**src/core/pwm_timer_pkg.sv**
```systemverilog
// Constants shared by the PWM timer and compare stage
package pwm_timer_pkg;
  localparam int unsigned CNT_WIDTH = 16;
  localparam logic [CNT_WIDTH-1:0] CNT_ZERO = 16'h0000;
  localparam logic [CNT_WIDTH-1:0] CNT_ONE = 16'h0001;
  localparam logic DIR_DOWN = 1'b0;
  localparam logic DIR_UP = 1'b1;
  localparam logic MODE_DOWN = 1'b0;
  localparam logic MODE_UPDOWN = 1'b1;
  localparam int unsigned NUM_CMP = 2;
  localparam int unsigned CMP_A = 0;
  localparam int unsigned CMP_B = 1;
endpackage

```
**src/core/pwm_cmp_if.sv**
```systemverilog
// Interface carrying counter state to the comparator bank
`timescale 1ns/1ps
`default_nettype none
interface pwm_cmp_if #(parameter int unsigned W = 16, parameter int unsigned N = 2);
  // Counter side
  logic [W-1:0] count;
  logic [W-1:0] load;
  logic dir;
  logic run;
  // Match values in
  logic [W-1:0] match_val [N];
  // Qualified match pulses out
  logic [N-1:0] up_hit;
  logic [N-1:0] down_hit;
  modport cnt (output count, load, dir, run, match_val, input up_hit, down_hit);
  modport cmp (input count, load, dir, run, match_val, output up_hit, down_hit);
endinterface
`default_nettype wire

```
**src/core/pwm_cmp_bank.sv**
```systemverilog
// Comparator bank producing direction-qualified match flags
`timescale 1ns/1ps
`default_nettype none
module pwm_cmp_bank #(
  parameter int unsigned N = 2
) (
  // Counter link
  pwm_cmp_if.cmp bus
);
  // One comparator per match value
  genvar g;
  generate
    for (g = 0; g < N; g++) begin : g_cmp
      logic hit;
      // never above load
      // A match beyond load can still equal a count left above a lowered load, so it is gated
      assign hit = bus.run && (bus.count == bus.match_val[g]) &&
                   (bus.match_val[g] <= bus.load);
      assign bus.up_hit[g] = hit && (bus.dir == pwm_timer_pkg::DIR_UP);
      assign bus.down_hit[g] = hit && (bus.dir == pwm_timer_pkg::DIR_DOWN);
    end
  endgenerate
endmodule // pwm_cmp_bank
`default_nettype wire

```
**src/core/pwm_timer.sv**
```systemverilog
// PWM generator counter with zero, load and compare event pulses
// Notes on behaviour
// - One 16-bit counter, down or up/down.
// - Down mode: load down to zero, repeat.
// - Up/down mode: zero up to load, back.
// - Direction low in down mode, toggles otherwise.
// - One-cycle pulse when count is zero.
// - One-cycle pulse when count equals load.
// - Down mode: load pulse follows zero pulse.
// - Two comparators, one-cycle match pulses each.
// - Up/down matches split by direction.
// - Match above load never pulses.
// - Four events down, six in up/down.
`timescale 1ns/1ps
`default_nettype none
module pwm_timer #(
  parameter int unsigned W = pwm_timer_pkg::CNT_WIDTH
) (
  // Clock, reset, enable
  input wire logic I_SYS_CLK,
  input wire logic I_RESET,
  input wire logic i_clk_en,
  // Configuration
  input wire logic i_run,
  input wire logic i_mode,
  input wire logic [W-1:0] i_load,
  input wire logic [W-1:0] i_match_a,
  input wire logic [W-1:0] i_match_b,
  // State outputs
  output logic [W-1:0] o_count,
  output logic o_dir,
  // Event pulses
  output logic o_zero,
  output logic o_load,
  output logic o_match_a_up,
  output logic o_match_a_down,
  output logic o_match_b_up,
  output logic o_match_b_down
);
  // The counter steps on every enabled edge while running.
  // Event pulses are registered, so each one trails the count value
  // that caused it by one cycle; downstream logic must allow for that.
  // Load and match values are used live: a change takes effect on the
  // next edge, and nothing here buffers them until the count wraps.
  // Counter state
  logic [W-1:0] count_q, count_d;
  logic dir_q, dir_d;
  // Registered events
  logic zero_q, zero_d;
  logic load_q, load_d;
  logic [1:0] aup_q, aup_d;
  logic [1:0] adn_q, adn_d;
  // Link to comparators
  pwm_cmp_if #(.W(W), .N(pwm_timer_pkg::NUM_CMP)) link ();

  // Comparator bank
  pwm_cmp_bank #(.N(pwm_timer_pkg::NUM_CMP)) u_cmp (
    .bus(link)
  );

  // Drive link from counter state
  assign link.count = count_q;
  assign link.load = i_load;
  assign link.dir = dir_q;
  assign link.run = i_run;
  assign link.match_val[pwm_timer_pkg::CMP_A] = i_match_a;
  assign link.match_val[pwm_timer_pkg::CMP_B] = i_match_b;

  // Next count and direction
  // Down mode ignores the stored direction and forces it low.
  // Up/down mode turns round at load and at zero; a load of zero
  // keeps the count parked at zero while the direction still flips.
  // A load lowered below the count while rising makes the counter
  // turn round at once and walk down to zero.
  always_comb begin
    count_d = count_q;
    dir_d = dir_q;
    if (i_run) begin
      if (i_mode == pwm_timer_pkg::MODE_DOWN) begin
        dir_d = pwm_timer_pkg::DIR_DOWN;
        if (count_q == pwm_timer_pkg::CNT_ZERO) begin
          count_d = i_load;
        end else begin
          count_d = count_q - pwm_timer_pkg::CNT_ONE;
        end
      end else begin
        if (dir_q == pwm_timer_pkg::DIR_UP) begin
          if (count_q >= i_load) begin
            dir_d = pwm_timer_pkg::DIR_DOWN;
            count_d = (i_load == pwm_timer_pkg::CNT_ZERO) ? count_q :
                      count_q - pwm_timer_pkg::CNT_ONE;
          end else begin
            count_d = count_q + pwm_timer_pkg::CNT_ONE;
          end
        end else begin
          // Turn round at zero
          if (count_q == pwm_timer_pkg::CNT_ZERO) begin
            dir_d = pwm_timer_pkg::DIR_UP;
            count_d = (i_load == pwm_timer_pkg::CNT_ZERO) ? count_q :
                      count_q + pwm_timer_pkg::CNT_ONE;
          end else if (count_q > i_load) begin
            // Count above a lowered load runs down
            count_d = count_q - pwm_timer_pkg::CNT_ONE;
          end else begin
            count_d = count_q - pwm_timer_pkg::CNT_ONE;
          end
        end
      end
    end
  end

  // Next event pulses
  // All pulses are gated by the run control, so a stopped counter
  // sitting at zero or load does not repeat its events.
  always_comb begin
    zero_d = i_run && (count_q == pwm_timer_pkg::CNT_ZERO);
    load_d = i_run && (count_q == i_load);
    aup_d = link.up_hit;
    adn_d = link.down_hit;
  end

  // Counter and event registers
  // The enable freezes counter and pulses alike, so a pulse that is
  // high when the enable drops stays high until the enable returns.
  // single counter
  always_ff @(posedge I_SYS_CLK or posedge I_RESET) begin
    if (I_RESET) begin
      count_q <= pwm_timer_pkg::CNT_ZERO;
      dir_q <= pwm_timer_pkg::DIR_DOWN;
      zero_q <= 1'b0;
      load_q <= 1'b0;
      aup_q <= 2'h0;
      adn_q <= 2'h0;
    end else if (i_clk_en) begin
      count_q <= count_d;
      dir_q <= dir_d;
      zero_q <= zero_d;
      load_q <= load_d;
      aup_q <= aup_d;
      adn_q <= adn_d;
    end
  end

  // Outputs
  // event set
  assign o_count = count_q;
  assign o_dir = dir_q;
  assign o_zero = zero_q;
  assign o_load = load_q;
  assign o_match_a_up = aup_q[pwm_timer_pkg::CMP_A];
  assign o_match_b_up = aup_q[pwm_timer_pkg::CMP_B];
  assign o_match_a_down = adn_q[pwm_timer_pkg::CMP_A];
  assign o_match_b_down = adn_q[pwm_timer_pkg::CMP_B];

  // Checks
  // load follows zero
  a_zero_then_load: assert property (@(posedge I_SYS_CLK) disable iff (I_RESET)
    (o_zero && i_mode == pwm_timer_pkg::MODE_DOWN && i_clk_en && i_run &&
     $stable(i_load)) |=> ##0 (!i_clk_en || o_load || !$stable(i_mode)))
    else $error("load pulse missed after zero");
  a_dir_low_down: assert property (@(posedge I_SYS_CLK) disable iff (I_RESET)
    (i_mode == pwm_timer_pkg::MODE_DOWN && i_run && i_clk_en) |=> !o_dir)
    else $error("direction high in down mode");
  a_zero_pulse: assert property (@(posedge I_SYS_CLK) disable iff (I_RESET)
    (i_clk_en) |=> (o_zero == ($past(i_run) && $past(o_count) == pwm_timer_pkg::CNT_ZERO)))
    else $error("zero pulse wrong");
  a_load_pulse: assert property (@(posedge I_SYS_CLK) disable iff (I_RESET)
    (i_clk_en) |=> (o_load == ($past(i_run) && $past(o_count) == $past(i_load))))
    else $error("load pulse wrong");
  a_reload: assert property (@(posedge I_SYS_CLK) disable iff (I_RESET)
    (i_clk_en && i_run && i_mode == pwm_timer_pkg::MODE_DOWN &&
     o_count == pwm_timer_pkg::CNT_ZERO) |=> (o_count == $past(i_load)))
    else $error("no reload at zero");
  a_up_step: assert property (@(posedge I_SYS_CLK) disable iff (I_RESET)
    (i_clk_en && i_run && i_mode == pwm_timer_pkg::MODE_UPDOWN && o_dir &&
     o_count < i_load) |=> (o_count == $past(o_count) + pwm_timer_pkg::CNT_ONE))
    else $error("up step wrong");
  a_no_match_high: assert property (@(posedge I_SYS_CLK) disable iff (I_RESET)
    (i_clk_en && i_match_a > i_load) |=> !(o_match_a_up || o_match_a_down))
    else $error("match above load pulsed");
  a_match_split: assert property (@(posedge I_SYS_CLK) disable iff (I_RESET)
    !(o_match_a_up && o_match_a_down) && !(o_match_b_up && o_match_b_down))
    else $error("both directions matched");
  a_match_b: assert property (@(posedge I_SYS_CLK) disable iff (I_RESET)
    (i_clk_en && i_run && o_count == i_match_b && i_match_b <= i_load) |=>
    (o_match_b_up || o_match_b_down))
    else $error("match B pulse missed");
  // match A pulses
  // A reachable match value must always produce a pulse on A
  a_match_a: assert property (@(posedge I_SYS_CLK) disable iff (I_RESET)
    (i_clk_en && i_run && o_count == i_match_a && i_match_a <= i_load) |=>
    (o_match_a_up || o_match_a_down))
    else $error("match A pulse missed");
  // no B match above load
  // Comparator B stays silent while its value is out of range
  a_no_match_b_high: assert property (@(posedge I_SYS_CLK) disable iff (I_RESET)
    (i_clk_en && i_match_b > i_load) |=> !(o_match_b_up || o_match_b_down))
    else $error("match B above load pulsed");
  // down count steps
  // Away from zero the down counter loses exactly one per cycle
  a_down_step: assert property (@(posedge I_SYS_CLK) disable iff (I_RESET)
    (i_clk_en && i_run && i_mode == pwm_timer_pkg::MODE_DOWN &&
     o_count != pwm_timer_pkg::CNT_ZERO) |=>
    (o_count == $past(o_count) - pwm_timer_pkg::CNT_ONE))
    else $error("down step wrong");
  // falling half steps
  // Up/down counter falling towards zero loses one per cycle
  a_fall_step: assert property (@(posedge I_SYS_CLK) disable iff (I_RESET)
    (i_clk_en && i_run && i_mode == pwm_timer_pkg::MODE_UPDOWN && !o_dir &&
     o_count != pwm_timer_pkg::CNT_ZERO) |=>
    (o_count == $past(o_count) - pwm_timer_pkg::CNT_ONE))
    else $error("falling step wrong");
  // turn at top
  // Reaching load while rising sends the direction low
  a_turn_top: assert property (@(posedge I_SYS_CLK) disable iff (I_RESET)
    (i_clk_en && i_run && i_mode == pwm_timer_pkg::MODE_UPDOWN && o_dir &&
     o_count >= i_load) |=> !o_dir)
    else $error("no turn at load");
  // turn at zero
  // Reaching zero while falling sends the direction high
  a_turn_zero: assert property (@(posedge I_SYS_CLK) disable iff (I_RESET)
    (i_clk_en && i_run && i_mode == pwm_timer_pkg::MODE_UPDOWN && !o_dir &&
     o_count == pwm_timer_pkg::CNT_ZERO) |=> o_dir)
    else $error("no turn at zero");
  // up match split
  // A match while rising must land on the up output
  a_match_up_dir: assert property (@(posedge I_SYS_CLK) disable iff (I_RESET)
    (i_clk_en && i_run && o_dir && o_count == i_match_a && i_match_a <= i_load) |=>
    o_match_a_up)
    else $error("up match on wrong output");
  // zero single cycle
  // With a nonzero load the count leaves zero, so the pulse drops
  a_zero_single: assert property (@(posedge I_SYS_CLK) disable iff (I_RESET)
    (o_zero && i_clk_en && $past(i_clk_en) &&
     $past(i_load) != pwm_timer_pkg::CNT_ZERO) |=> !o_zero)
    else $error("zero pulse too long");
  // stopped gives no events
  // A stopped counter holds its value and raises no zero or load event
  a_run_hold: assert property (@(posedge I_SYS_CLK) disable iff (I_RESET)
    (i_clk_en && !i_run) |=> ($stable(o_count) && !o_zero && !o_load))
    else $error("stopped counter moved");
  // Enable low freezes state
  // Count, direction, zero and load pulses hold while the enable is low
  a_freeze_hold: assert property (@(posedge I_SYS_CLK) disable iff (I_RESET)
    (!i_clk_en) |=> ($stable(o_count) && $stable(o_dir) && $stable(o_zero) &&
     $stable(o_load)))
    else $error("state moved while frozen");
  // Scenarios
  c_match_a_down: cover property (@(posedge I_SYS_CLK) disable iff (I_RESET)
    o_match_a_down);
  c_updown_turn: cover property (@(posedge I_SYS_CLK) disable iff (I_RESET)
    o_dir ##1 !o_dir);
  c_down_wrap: cover property (@(posedge I_SYS_CLK) disable iff (I_RESET)
    o_zero ##1 o_load);
  c_match_up: cover property (@(posedge I_SYS_CLK) disable iff (I_RESET)
    o_match_a_up);
  c_match_down: cover property (@(posedge I_SYS_CLK) disable iff (I_RESET)
    o_match_b_down);
endmodule // pwm_timer
`default_nettype wire

```
**config.mk**
```make
export PLATFORM = sky130hd
export DESIGN_NAME = pwm_timer
export DESIGN_NICKNAME = d
export VERILOG_FILES = /design/src/core/pwm_timer_pkg.sv /design/src/core/pwm_cmp_if.sv /design/src/core/pwm_cmp_bank.sv /design/src/core/pwm_timer.sv
export SDC_FILE = /design/constraint.sdc
export NUM_CORES = 1
export LEC_CHECK = 0
export BUFFER_PORTS_ARGS = -buffer_cell sky130_fd_sc_hd__buf_4
export CORE_UTILIZATION = 42
export DETAILED_ROUTE_END_ITERATION = 10
export PLACE_DENSITY = 0.66
export SLEW_MARGIN = 20
export SYNTH_ARGS = -nofsm -noshare
export SYNTH_HDL_FRONTEND = slang
export SYNTH_SLANG_ARGS = --single-unit
```
**constraint.sdc**
```tcl
create_clock -name I_SYS_CLK -period 2.7 [get_ports I_SYS_CLK]
set_input_delay 0.54 -clock I_SYS_CLK [delete_from_list [all_inputs] [get_ports I_SYS_CLK]]
set_output_delay 0.54 -clock I_SYS_CLK [all_outputs]
set_load 0.02 [all_outputs]
```
== Word-level counts from Yosys, hierarchy flattened ==
Index checks and enable logic that the tools add are counted.
Word-level totals
  output and inout port bits: 23
  flip-flop bits (word level): 23
  input port bits: 53
  logic and storage cells: 42
Cells by class
  add/subtract/negate cells: 2
  bitwise gates (word level): 1
  equality and inequality tests: 5
  reduce and logical (&&, ||, !) cells: 14
  order comparisons: 3
  muxes and demuxes: 11
Operators by type and width (number)
  $mux 16: 7
  $eq 16x16->1: 3
  $le 16x16->1: 2
  $logic_not 16->1: 2
  $add 16x1->16 const B: 1
  $ge 16x16->1: 1
  $sub 16x1->16 const B: 1
  $logic_and 1x1->1: 10
  $ne 4x4->1 const B: 2
  $mux 1: 4
  $reduce_and 4->1: 1
  $reduce_and 2->1: 1
  $not 1->1: 1

== Depth between registers and ports, before layout ==
Gate-level depths: netlist of the first run.
  word-level depth: 5
  mapped depth: 12
  depth with buffers taken out: 9

== By module ==
A second synthesis of the first run with hierarchy kept.
Unflattened totals
  cells, all modules: 475
  area, all modules: 3724.8 sq um
By module, submodules not included
  pwm_timer: times used 1, seq. area each 575.6 sq um, area each 2601.2 sq um, cells each 330
  pwm_cmp_bank: times used 1, seq. area each 0.0 sq um, area each 1123.6 sq um, cells each 145

== Worst setup path after synthesis of the first run ==
Ideal clock, no wire load.
  path kind: register -> register
  start: reg count_q[1], in the netlist o_count[1]
  end: reg count_q[13], in the netlist o_count[13]
  slack: -263 ps
  period minus slack after synthesis: 2963 ps
  required time: 2579 ps
  setup time: 121 ps
  stages on the path, launching flop included: 9
  arrival time: 2841 ps
  buffers on the path: 1
  path through: dfrtp_1 buf_4 or4_4 or4_4 or4b_4 xor2_1 a211oi_2 a221o_1 a22o_2
On the way
  word-level cells in the longest chain between the ends: 5
  elaborated cells on any way between the ends: 14
  those cells by class: 2 x add/sub; 1 x order compare; 2 x eq/ne; 7 x mux; 2 x reduce/logical
RTL lines
  from (decl): line pwm_timer.sv:46  | logic [W-1:0] count_q, count_d;
  from (signal assigned): line pwm_timer.sv:128  | count_q <= pwm_timer_pkg::CNT_ZERO;
  from (signal assigned): line pwm_timer.sv:135  | count_q <= count_d;
  $add 16x1->16 or $sub 16x1->16 (tied branches)
  $mux 16, on equally long branches: line pwm_timer.sv:99, pwm_timer.sv:90
  $mux 16, on equally long branches: line pwm_timer.sv:97, pwm_timer.sv:88
  $mux 16: line pwm_timer.sv:87  | if (dir_q == pwm_timer_pkg::DIR_UP) begin
  $mux 16: line pwm_timer.sv:79  | if (i_mode == pwm_timer_pkg::MODE_DOWN) begin
Parallel ways exist; a longest one is shown, timed or not. The select of a mux whose other input is x is not followed.
A chain may end at the register's enable or synchronous reset.

== Worst setup path after layout of the first run ==
  start: reg count_q[0], in the netlist o_count[0]
  end: reg count_q[13], in the netlist o_count[13]
Same word-level chain as after synthesis.

==> summary.txt, run 1 <==
Status
  • Failing checks: negative setup slack
  • Status: finished with violations

Finish
  • Layout cells sized above 1: 0.342
  • Syn-to-layout area delta: 37.5%
  • Nets: between 700 and 800
  • Antenna fix cells: 0

Clock tree
  • Clk_lat worst skew: 0.28 ns
  • H-tree depth: 1
  • CTS buffer count: 3
  • TritonCTS clock tree: yes
  • Clk buf depth: 2
  • Worst-path clk slew: ~0.1 ns
  • Clk sink count: 23
  • Root Buffer: clkbuf_8

STA
  • Final Cycle Share: 1.04
  • Min Tclk post-route: 2.81 ns
  • Setup violators final: 2
  • Slew Viols, Final: 0
  • Final hold viol count: 0
  • Max-slew headroom: 0.594
  • Fmax: 356 MHz
  • Setup ws final: -0.109 ns
  • Slew @ Worst Pin: 0.604 ns
  • Final clock skew: 0.00601 ns
  • RSZ-0062 raised after global routing: true
  • WHS: 0.280 ns

Logic synthesis
  • Mean area per synthesized cell: 7.94 sq um
  • Syn Std Cell Area: approximately 3700 sq um
  • Share of the synthesized area in the top cell type: 0.173
  • Synth area leaders: ha_1, dfrtp_1, xnor2_1
  • Synth cell count leaders: ha_1, inv_1, nor2_1, nand2_1, xnor2_1
  • Post-synth top area cell: ha_1
  • Synthesized instance count: 464
  • Synth Register Bits: 23
  • Post-synth top flop: dfrtp_1
  • Distinct cells, synth: 65
  • Sequential area share after synthesis: 0.156
  • Yosys Warn Count: 0
  • Post-synth EDFFs: 0
  • Asr flop ratio synth: 1.00
  • Cell with the most instances after synthesis: ha_1
  • Mapped Nets: between 500 and 600

Global route
  • Vias in the first global route: about 4200
  • Antenna violations before repair: 0
  • First-pass GRT wire length: 22300 um
  • Remaining Overflow, GRT: 0
  • Largest net degree at the start of global routing: 25
  • Tot GR Track Use: 0.328

Power
  • Sequential power share: 0.199
  • Combinational power share: 0.692
  • Total power: between 2 and 2.5 mW
  • Clock share of power: 0.109
  • Max VDD drop: 0.488 mV
  • Sw frac: 0.462
  • Sw power: 1.03 mW
  • Power Internal: 1.20 mW
  • Pleak: about 2.4 nW
  • Pwr dens: roughly 440 nW/um^2

Worst setup path
  • Delay-heaviest family, CP: simple AND/OR/NAND/NOR gates
  • Max stage delay on crit path: around 0.55 ns
  • Crit path required time: 2.88 ns
  • Crit Path Max Fanout: 3
  • Crit-path slowest cell: or4_4
  • CP Capture Type: register
  • Critical path arrival: 2.98 ns
  • Critical Path, Cell by Cell: or4_4 -> or4_4 -> or4b_4 -> xor2_1 -> a211oi_2 -> a221o_1 -> a22o_2
  • CP Launch Type: register
  • CP dominant cell by count: or4_4
  • CP bufs+invs: 0
  • Setup CP Type: reg2reg

Placement
  • Routability Congestion: a little under 1
  • Port bufs: 75
  • Dpl hpwl: 11600 um

Routing
  • Routed Antenna Nets: 0
  • Final WL: 14400 um
  • Detailed Routing Iterations Pass 1: 5
  • Drc violations: 0
  • Starting DRT DRC Count: 406
  • Drt wl/cell: 20.1 um
  • DR vias/cell: 6.04
  • Total number of vias: 4315

Die
  • Starting Density: 0.442
  • Core ar.: 8340 sq um
  • Chip Width: 95.7 um
  • Row cnt: 33
  • Die height: 95.7 um
  • Die Area: a little over 9000 sq um
  • I/O Pins: 76

Flow run
  • Max Cap Viol: 0

Worst hold path
  • Hold Crit Class: in2async
==> metrics by stage <==
| step | setup TNS [ns] | cells | setup WS (ns) | area, sq um | util |
|---|---|---|---|---|---|
| after floorplan | -0.402 | 464 | -0.222 | 3690 | - |
| after global routing | -0.541 | 714 | -0.170 | 5070 | 0.608 |
| final | -0.183 | 714 | -0.109 | 5070 | 0.608 |
| after global placement | -0.815 | 708 | -0.141 | 4910 | 0.589 |
| after detailed placement | -1.24 | 708 | -0.164 | 4910 | 0.589 |
| after CTS | -0.181 | 712 | -0.0977 | 4960 | 0.595 |
==> area by class of cell <==
cell class                      count  area [sq um]
Inverter                           35           131
Timing Repair Buffer              173          1350
Sequential cell                    23           578
Clock inverter                      1          5.00
Clock buffer                        3          41.3
Fill cell                         739          3270
Multi-Input combinational cell    374          2830
Tap cell                          105           131
==> cell usage in the layout (no fill, tap or decap), types with 5 or more instances in the layout <==
master,n
nand2b_1,6
a21oi_1,17
ha_1,50
xor2_1,12
nor4_1,12
nor2b_1,6
dfrtp_1,21
a21o_1,11
a211oi_1,9
a22o_1,5
inv_1,33
buf_4,167
o211ai_1,10
o22ai_1,6
nor2_1,29
nand3_1,13
nand2_1,29
o21ai_0,16
xnor2_1,29
a211o_1,8
nor3_1,9
nand4_1,19
==> logic make-up (layout without fill, tap and decap cells) <==
group / count (synthesis) / after routing / share of synthesized area
AND/OR/NAND/NOR: 155 / 155 / 0.227
buffers and inverters: 67 / 212 / 0.0978
multiplexers: 1 / 1 / 0.00305
flip-flops: 23 / 23 / 0.156
AO/OA/AOI/OAI: 126 / 126 / 0.245
XOR/XNOR: 41 / 41 / 0.0974
adder cells (fa/ha/maj): 51 / 51 / 0.173
==> final timing paths <==
path | start | end | slack (ns) | depth (start not counted)
worst max register to register | o_count[0]$_DFFE_PP0P_ | o_count[13]$_DFFE_PP0P_ | -0.11 | 7
max in group asynchronous | I_RESET | o_count[15]$_DFFE_PP0P_ | 1.83 | 3
worst min-delay path | I_RESET | o_count[8]$_DFFE_PP0P_ | 0.28 | 2
worst min register to register | adn_q[1]$_DFFE_PP0P_ | adn_q[1]$_DFFE_PP0P_ | 0.54 | 2
min in group I_SYS_CLK | i_clk_en | aup_q[0]$_DFFE_PP0P_ | 0.51 | 2
worst max-delay path | o_count[0]$_DFFE_PP0P_ | o_count[13]$_DFFE_PP0P_ | -0.11 | 7
==> metal layers <==
layer,GRT usage,vias up,part of all wire
met1,0.438,1999,0.43
met5,0,-,0
met2,0.521,240,0.45
met3,0.0486,46,0.088
met4,0.141,0,0.040
li1,-,2030,-
==> state kept, by name, summed over array words and instances (netlist names) <==
register  cells
o_dir         1
o_count      16
aup_q         2
o_zero        1
adn_q         2
o_load        1
==> power groups by stage <==
stage | clock network [mW] | registers, mW | logic, mW
6_report | 0.244 | 0.444 | 1.55
5_1_grt | 0.254 | 0.449 | 1.68
4_1_cts | 0.241 | 0.444 | 1.50
3_5_place_dp | 0 | 0.451 | 1.49
3_3_place_gp | 0 | 0.450 | 1.48
2_1_floorplan | 0 | 0.543 | 0.793
==> repair_timing <==
action,CTS,global route
hold buffers,0,0
endpoints found under the setup margin,5,15
buffers inserted,0,2
gates resized for setup,2,25
pin swaps,0,7
Note: power is estimated with default switching activity, not from simulation.
==> run 2: changes to the inputs <==
--- a/config.mk
+++ b/config.mk
@@ -6,9 +6,9 @@
 export NUM_CORES = 1
 export LEC_CHECK = 0
 export BUFFER_PORTS_ARGS = -buffer_cell sky130_fd_sc_hd__buf_4
-export CORE_UTILIZATION = 42
+export CORE_UTILIZATION = 51
 export DETAILED_ROUTE_END_ITERATION = 10
-export PLACE_DENSITY = 0.66
+export PLACE_DENSITY = 0.78
 export SLEW_MARGIN = 20
 export SYNTH_ARGS = -nofsm -noshare
 export SYNTH_HDL_FRONTEND = slang
==> constraint.sdc (replaced) <==
create_clock -name I_SYS_CLK -period 2.5 [get_ports I_SYS_CLK]
set_input_delay 0.125 -clock I_SYS_CLK [delete_from_list [all_inputs] [get_ports I_SYS_CLK]]
set_output_delay 0.125 -clock I_SYS_CLK [all_outputs]
set_load 0.02 [all_outputs]
==> summary.txt, run 2 (synthesized netlist as in run 1, its figures left out) <==
Finish
  • Syn-to-layout area delta: 42.8%
  • Most frequent cells in the layout: buf_4, ha_1, inv_1
  • Layout cells sized above 1: 0.374
  • Most common library cell in the layout ignoring fill and taps: buf_4
  • Finished Cell Area: between 5000 and 6000 sq um
  • Max reg flops: 16
  • Nets: 710
  • Antenna fix cells: 0

Power
  • Sequential power share: 0.193
  • Combinational power share: 0.709
  • Sw frac: 0.460
  • Total power: 2.56 mW
  • Max VDD drop: 0.473 mV
  • Pleak: between 2 and 2.5 nW
  • Clock share of power: 0.098
  • Sw power: approximately 1.2 mW
  • Pwr dens: 487 nW/um^2
  • Power Internal: 1.38 mW

Clock tree
  • Worst-path clk slew: 0.09 ns
  • Clk buf depth: 2
  • Clk sink count: 23
  • H-tree depth: 1
  • TritonCTS clock tree: yes
  • Clk_lat worst skew: 0.28 ns
  • CTS buffer count: 3
  • Root Buffer: clkbuf_8

Routing
  • Drt wl/cell: between 20 and 25 um
  • DR vias/cell: 6.46
  • Detailed Routing Iterations Pass 1: 5
  • Total number of vias: 4531
  • Starting DRT DRC Count: 521
  • Final WL: between 10000 and 15000 um
  • Drc violations: 0
  • Routed Antenna Nets: 0

STA
  • Max-slew headroom: 0.367
  • Final clock skew: just over 0.003 ns
  • Final hold viol count: 0
  • Fmax: between 300 and 400 MHz
  • Setup violators final: 14
  • Setup ws final: -0.298 ns
  • Final Cycle Share: 1.12
  • RSZ-0062 raised after global routing: true
  • Min Tclk post-route: between 2 and 3 ns
  • Slew Viols, Final: 0
  • Slew @ Worst Pin: 0.943 ns

Worst setup path
  • Setup CP Type: reg2reg
  • Crit path required time: 2.69 ns
  • CP Launch Type: register
  • CP Capture Type: register
  • Crit Path Max Fanout: 3
  • Critical path arrival: 2.98 ns

Global route
  • Antenna violations before repair: 0
  • Remaining Overflow, GRT: 0
  • First-pass GRT wire length: 21300 um
  • Largest net degree at the start of global routing: 25
  • Vias in the first global route: 4258
  • Tot GR Track Use: 0.367

Die
  • Core ar.: 6870 sq um
  • Die Area: 7570 sq um
  • Row cnt: 30
  • I/O Pins: 76
  • Die height: around 87 um
  • Starting Density: 0.537
  • Chip Width: 87.0 um

Placement
  • DP Area: 4710 sq um
  • Routability Congestion: 0.958
  • DP Worst Slack: -0.273 ns
  • Port bufs: 75
  • Dpl hpwl: 10500 um

Status
  • Failing checks: negative setup slack
  • Status: finished with violations

Worst hold path
  • Hold Crit Class: in2reg

Flow run
  • Max Cap Viol: 0
==> run 2: changes by cell type in the layout (fill, tap and decap cells not counted), sizes merged <==
cell,previous run,this run
clkinv,2,3
dlygate4sd3,0,1
inv,34,33
buf,173,168
==> run 2: power by group through the flow <==
stage	clock network (mW)	logic (mW)	registers, mW
floorplan	0	0.860	0.589
global placement	0	1.48	0.488
detailed placement	0	1.52	0.492
CTS	0.245	1.60	0.487
global route	0.260	1.93	0.498
finish	0.251	1.82	0.494
==> run 2: final timing paths <==
| kind | from | to | slack (ns) | cells past startpoint |
|---|---|---|---|---|
| worst max-delay path | o_count[0]$_DFFE_PP0P_ | o_count[11]$_DFFE_PP0P_ | -0.30 | 7 |
| worst min-delay path | i_clk_en | aup_q[0]$_DFFE_PP0P_ | 0.11 | 2 |
| worst max register to register | o_count[0]$_DFFE_PP0P_ | o_count[11]$_DFFE_PP0P_ | -0.30 | 7 |
| worst min register to register | o_zero$_DFFE_PP0P_ | o_zero$_DFFE_PP0P_ | 0.54 | 2 |
| max in group asynchronous | I_RESET | o_count[1]$_DFFE_PP0P_ | 1.53 | 3 |
| min in group asynchronous | I_RESET | o_count[10]$_DFFE_PP0P_ | 0.50 | 3 |
==> run 2: worst max-delay path: stages (launching register included) <==
cell and delay, ns:
dfrtp_2 0.41, or4_4 0.55, or4_4 0.46, or3_4 0.36
xnor2_2 0.15, or4_1 0.40, o31a_1 0.13, a32oi_1 0.24
==> run 2: metal layers <==
layer	part of all wire	GRT usage
met1	0.39	0.482
met2	0.45	0.583
met3	0.11	0.0749
met4	0.049	0.159
met5	0	0
==> run 2: area by class of cell <==
cell class | count | area [sq um]
well taps | 96 | 120
multi-input cells | 374 | 3030
inverters | 35 | 134
repair buffers | 169 | 1350
clock buffers | 3 | 41.3
flip-flops and latches | 23 | 579
clock inverters | 1 | 5.00
fillers | 488 | 1600
==> run 2: stage by stage <==
step	hold slack (ns)	TNS, ns	instances	utilization
2_1_floorplan	0.127	-0.827	464	-
3_3_place_gp	0.391	-0.855	675	0.685
3_5_place_dp	0.387	-1.55	675	0.685
4_1_cts	0.0910	-1.11	690	0.721
5_1_grt	0.115	-2.06	701	0.766
6_report	0.107	-1.34	701	0.766
==> run 2: timing repair <==
item / 4_1_cts / 5_1_grt
resized for setup: 29 / 45
setup buffers: 11 / 10
pin swaps: 21 / 28
endpoints found under the setup margin: 14 / 16
hold buffers: 0 / 1
hold endpoints to repair: 0 / 13
cloned: 0 / 1
==> run 3: changes to the inputs <==
--- a/config.mk
+++ b/config.mk
@@ -5,10 +5,11 @@
 export SDC_FILE = /design/constraint.sdc
 export NUM_CORES = 1
 export LEC_CHECK = 0
-export BUFFER_PORTS_ARGS = -buffer_cell sky130_fd_sc_hd__buf_4
-export CORE_UTILIZATION = 51
+export CAP_MARGIN = 20
+export CORE_UTILIZATION = 60
 export DETAILED_ROUTE_END_ITERATION = 10
-export PLACE_DENSITY = 0.78
+export DONT_BUFFER_PORTS = 1
+export PLACE_DENSITY = 0.79
 export SLEW_MARGIN = 20
 export SYNTH_ARGS = -nofsm -noshare
 export SYNTH_HDL_FRONTEND = slang
==> summary.txt, run 3 (synthesized netlist as in run 1, its figures left out) <==
Worst setup path
  • Critical Path, Cell by Cell: or4_4 -> or4_4 -> or4b_4 -> xor2_2 -> a211oi_2 -> a221o_1 -> a22o_2
  • Max stage delay on crit path: between 0.5 and 0.6 ns
  • Crit path required time: 2.68 ns
  • Delay-heaviest family, CP: simple AND/OR/NAND/NOR gates
  • Critical path arrival: 2.98 ns
  • Critical Path Source: o_count[0]$_DFFE_PP0P_
  • CP Launch Type: register
  • CP dominant cell by count: or4_4
  • Setup CP Type: reg2reg
  • CP bufs+invs: 0
  • Crit Path Max Fanout: 3
  • CP Capture Type: register
  • RR Startpoint: o_count[0]$_DFFE_PP0P_
  • Crit-path slowest cell: or4_4

Clock tree
  • TritonCTS clock tree: yes
  • Clk buf depth: 2
  • Clk_lat worst skew: 0.29 ns
  • CTS buffer count: 3
  • Worst-path clk slew: 0.09 ns
  • H-tree depth: 1
  • Clk sink count: 23
  • Root Buffer: clkbuf_8

Power
  • Pwr dens: 503 nW/um^2
  • Power Internal: 1.18 mW
  • Combinational power share: 0.657
  • Sw frac: 0.469
  • Total power: 2.22 mW
  • Clock share of power: 0.119
  • Max VDD drop: ~0.35 mV
  • Sequential power share: 0.224
  • Sw power: 1.04 mW
  • Pleak: 1.96 nW

Routing
  • Routed Antenna Nets: 0
  • Detailed Routing Iterations Pass 1: 8
  • Total number of vias: 4121
  • Final WL: 12800 um
  • Starting DRT DRC Count: 627
  • Drt wl/cell: 21.6 um
  • DR vias/cell: 6.98
  • Drc violations: 0

Die
  • Die height: 80.4 um
  • Starting Density: 0.623
  • I/O Pins: 76
  • Core ar.: between 5000 and 6000 sq um
  • Die Area: 6460 sq um
  • Chip Width: roughly 80 um
  • Row cnt: 28

STA
  • Max-slew headroom: 0.347
  • Setup ws final: -0.298 ns
  • Fmax: between 300 and 400 MHz
  • Final hold viol count: 0
  • Setup violators final: 14
  • Final TNS setup: -1.44 ns
  • RSZ-0062 raised after global routing: true
  • Min Tclk post-route: 2.80 ns
  • Final clock skew: 0.00429 ns
  • Slew @ Worst Pin: 0.979 ns
  • Slew Viols, Final: 0
  • Final Cycle Share: 1.12

Worst hold path
  • Hold Crit Class: in2reg
  • Beginning of the worst hold path: i_clk_en

Placement
  • Port bufs: 0
  • Routability Congestion: 1.05
  • Dpl hpwl: ~10000 um
  • DP Area: 4120 sq um
  • Post-placement cell count: 579

Status
  • Status: finished with violations
  • Failing checks: negative setup slack

Global route
  • Largest net degree at the start of global routing: 25
  • First-pass GRT wire length: 19600 um
  • Vias in the first global route: 3845
  • Remaining Overflow, GRT: 0
  • Antenna violations before repair: 0
  • Tot GR Track Use: 0.399

Finish
  • Finished Cell Area: around 4400 sq um
  • Antenna fix cells: 0
  • Nets: 620
  • Most common library cell in the layout ignoring fill and taps: buf_4
  • Final Util: 0.745
  • Layout cells sized above 1: 0.225
  • Max reg flops: 16
  • Most frequent cells in the layout: buf_4, ha_1, inv_1
  • Layout Cells excl Fill: 590
  • Syn-to-layout area delta: 19.7%

Flow run
  • Max Cap Viol: 0
==> run 3: routing by layer <==
| layer | GRT usage | routed length, um |
|---|---|---|
| met1 | 0.520 | 5100 |
| met5 | 0 | 0 |
| met2 | 0.646 | 5720 |
| met3 | 0.0705 | 1550 |
| met4 | 0.157 | 388 |
==> run 3: final timing paths <==
path | to | slack, ns | cells after the start
worst min register to register | adn_q[0]$_DFFE_PP0P_ | 0.65 | 2
worst min-delay path | aup_q[0]$_DFFE_PP0P_ | 0.008 | 2
max in group asynchronous | o_count[0]$_DFFE_PP0P_ | 1.34 | 2
min in group asynchronous | o_count[10]$_DFFE_PP0P_ | 0.50 | 2
worst max register to register | o_count[13]$_DFFE_PP0P_ | -0.30 | 7
worst max-delay path | o_count[13]$_DFFE_PP0P_ | -0.30 | 7
==> run 3: timing repair <==
action,4_1_cts,5_1_grt
pin swaps,7,4
setup buffers,3,0
resized for setup,23,11
hold buffers,3,0
cloned,1,0
endpoints found under the hold margin,30,0
endpoints found under the setup margin,16,16
==> run 3: final cells by class <==
type | count | area (sq um)
multi-input cells | 374 | 2890
well taps | 75 | 93.8
clock inverters | 1 | 5.00
fillers | 446 | 1510
inverters | 35 | 131
flip-flops and latches | 23 | 579
clock buffers | 3 | 41.3
repair buffers | 79 | 666
==> run 3: worst register-to-register path, delay by kind of cell (launching register included) <==
kind            cells  cell delay [ns]
compound gates      3             0.56
flops               1             0.42
simple gates        3             1.52
xor+xnor            1             0.20
==> run 3: power groups by stage <==
stage,registers (mW),clock network [mW],logic [mW]
floorplan,0.589,0,0.860
global placement,0.493,0,1.29
detailed placement,0.497,0,1.33
CTS,0.491,0.262,1.40
global route,0.503,0.277,1.56
finish,0.497,0.264,1.46
==> run 3: per-stage QoR <==
stage,setup WS (ns),hold slack (ns)
finish,-0.298,0.00804
global route,-0.340,0.0249
CTS,-0.220,0.00558
detailed placement,-0.261,0.228
global placement,-0.224,0.231
floorplan,-0.422,0.127
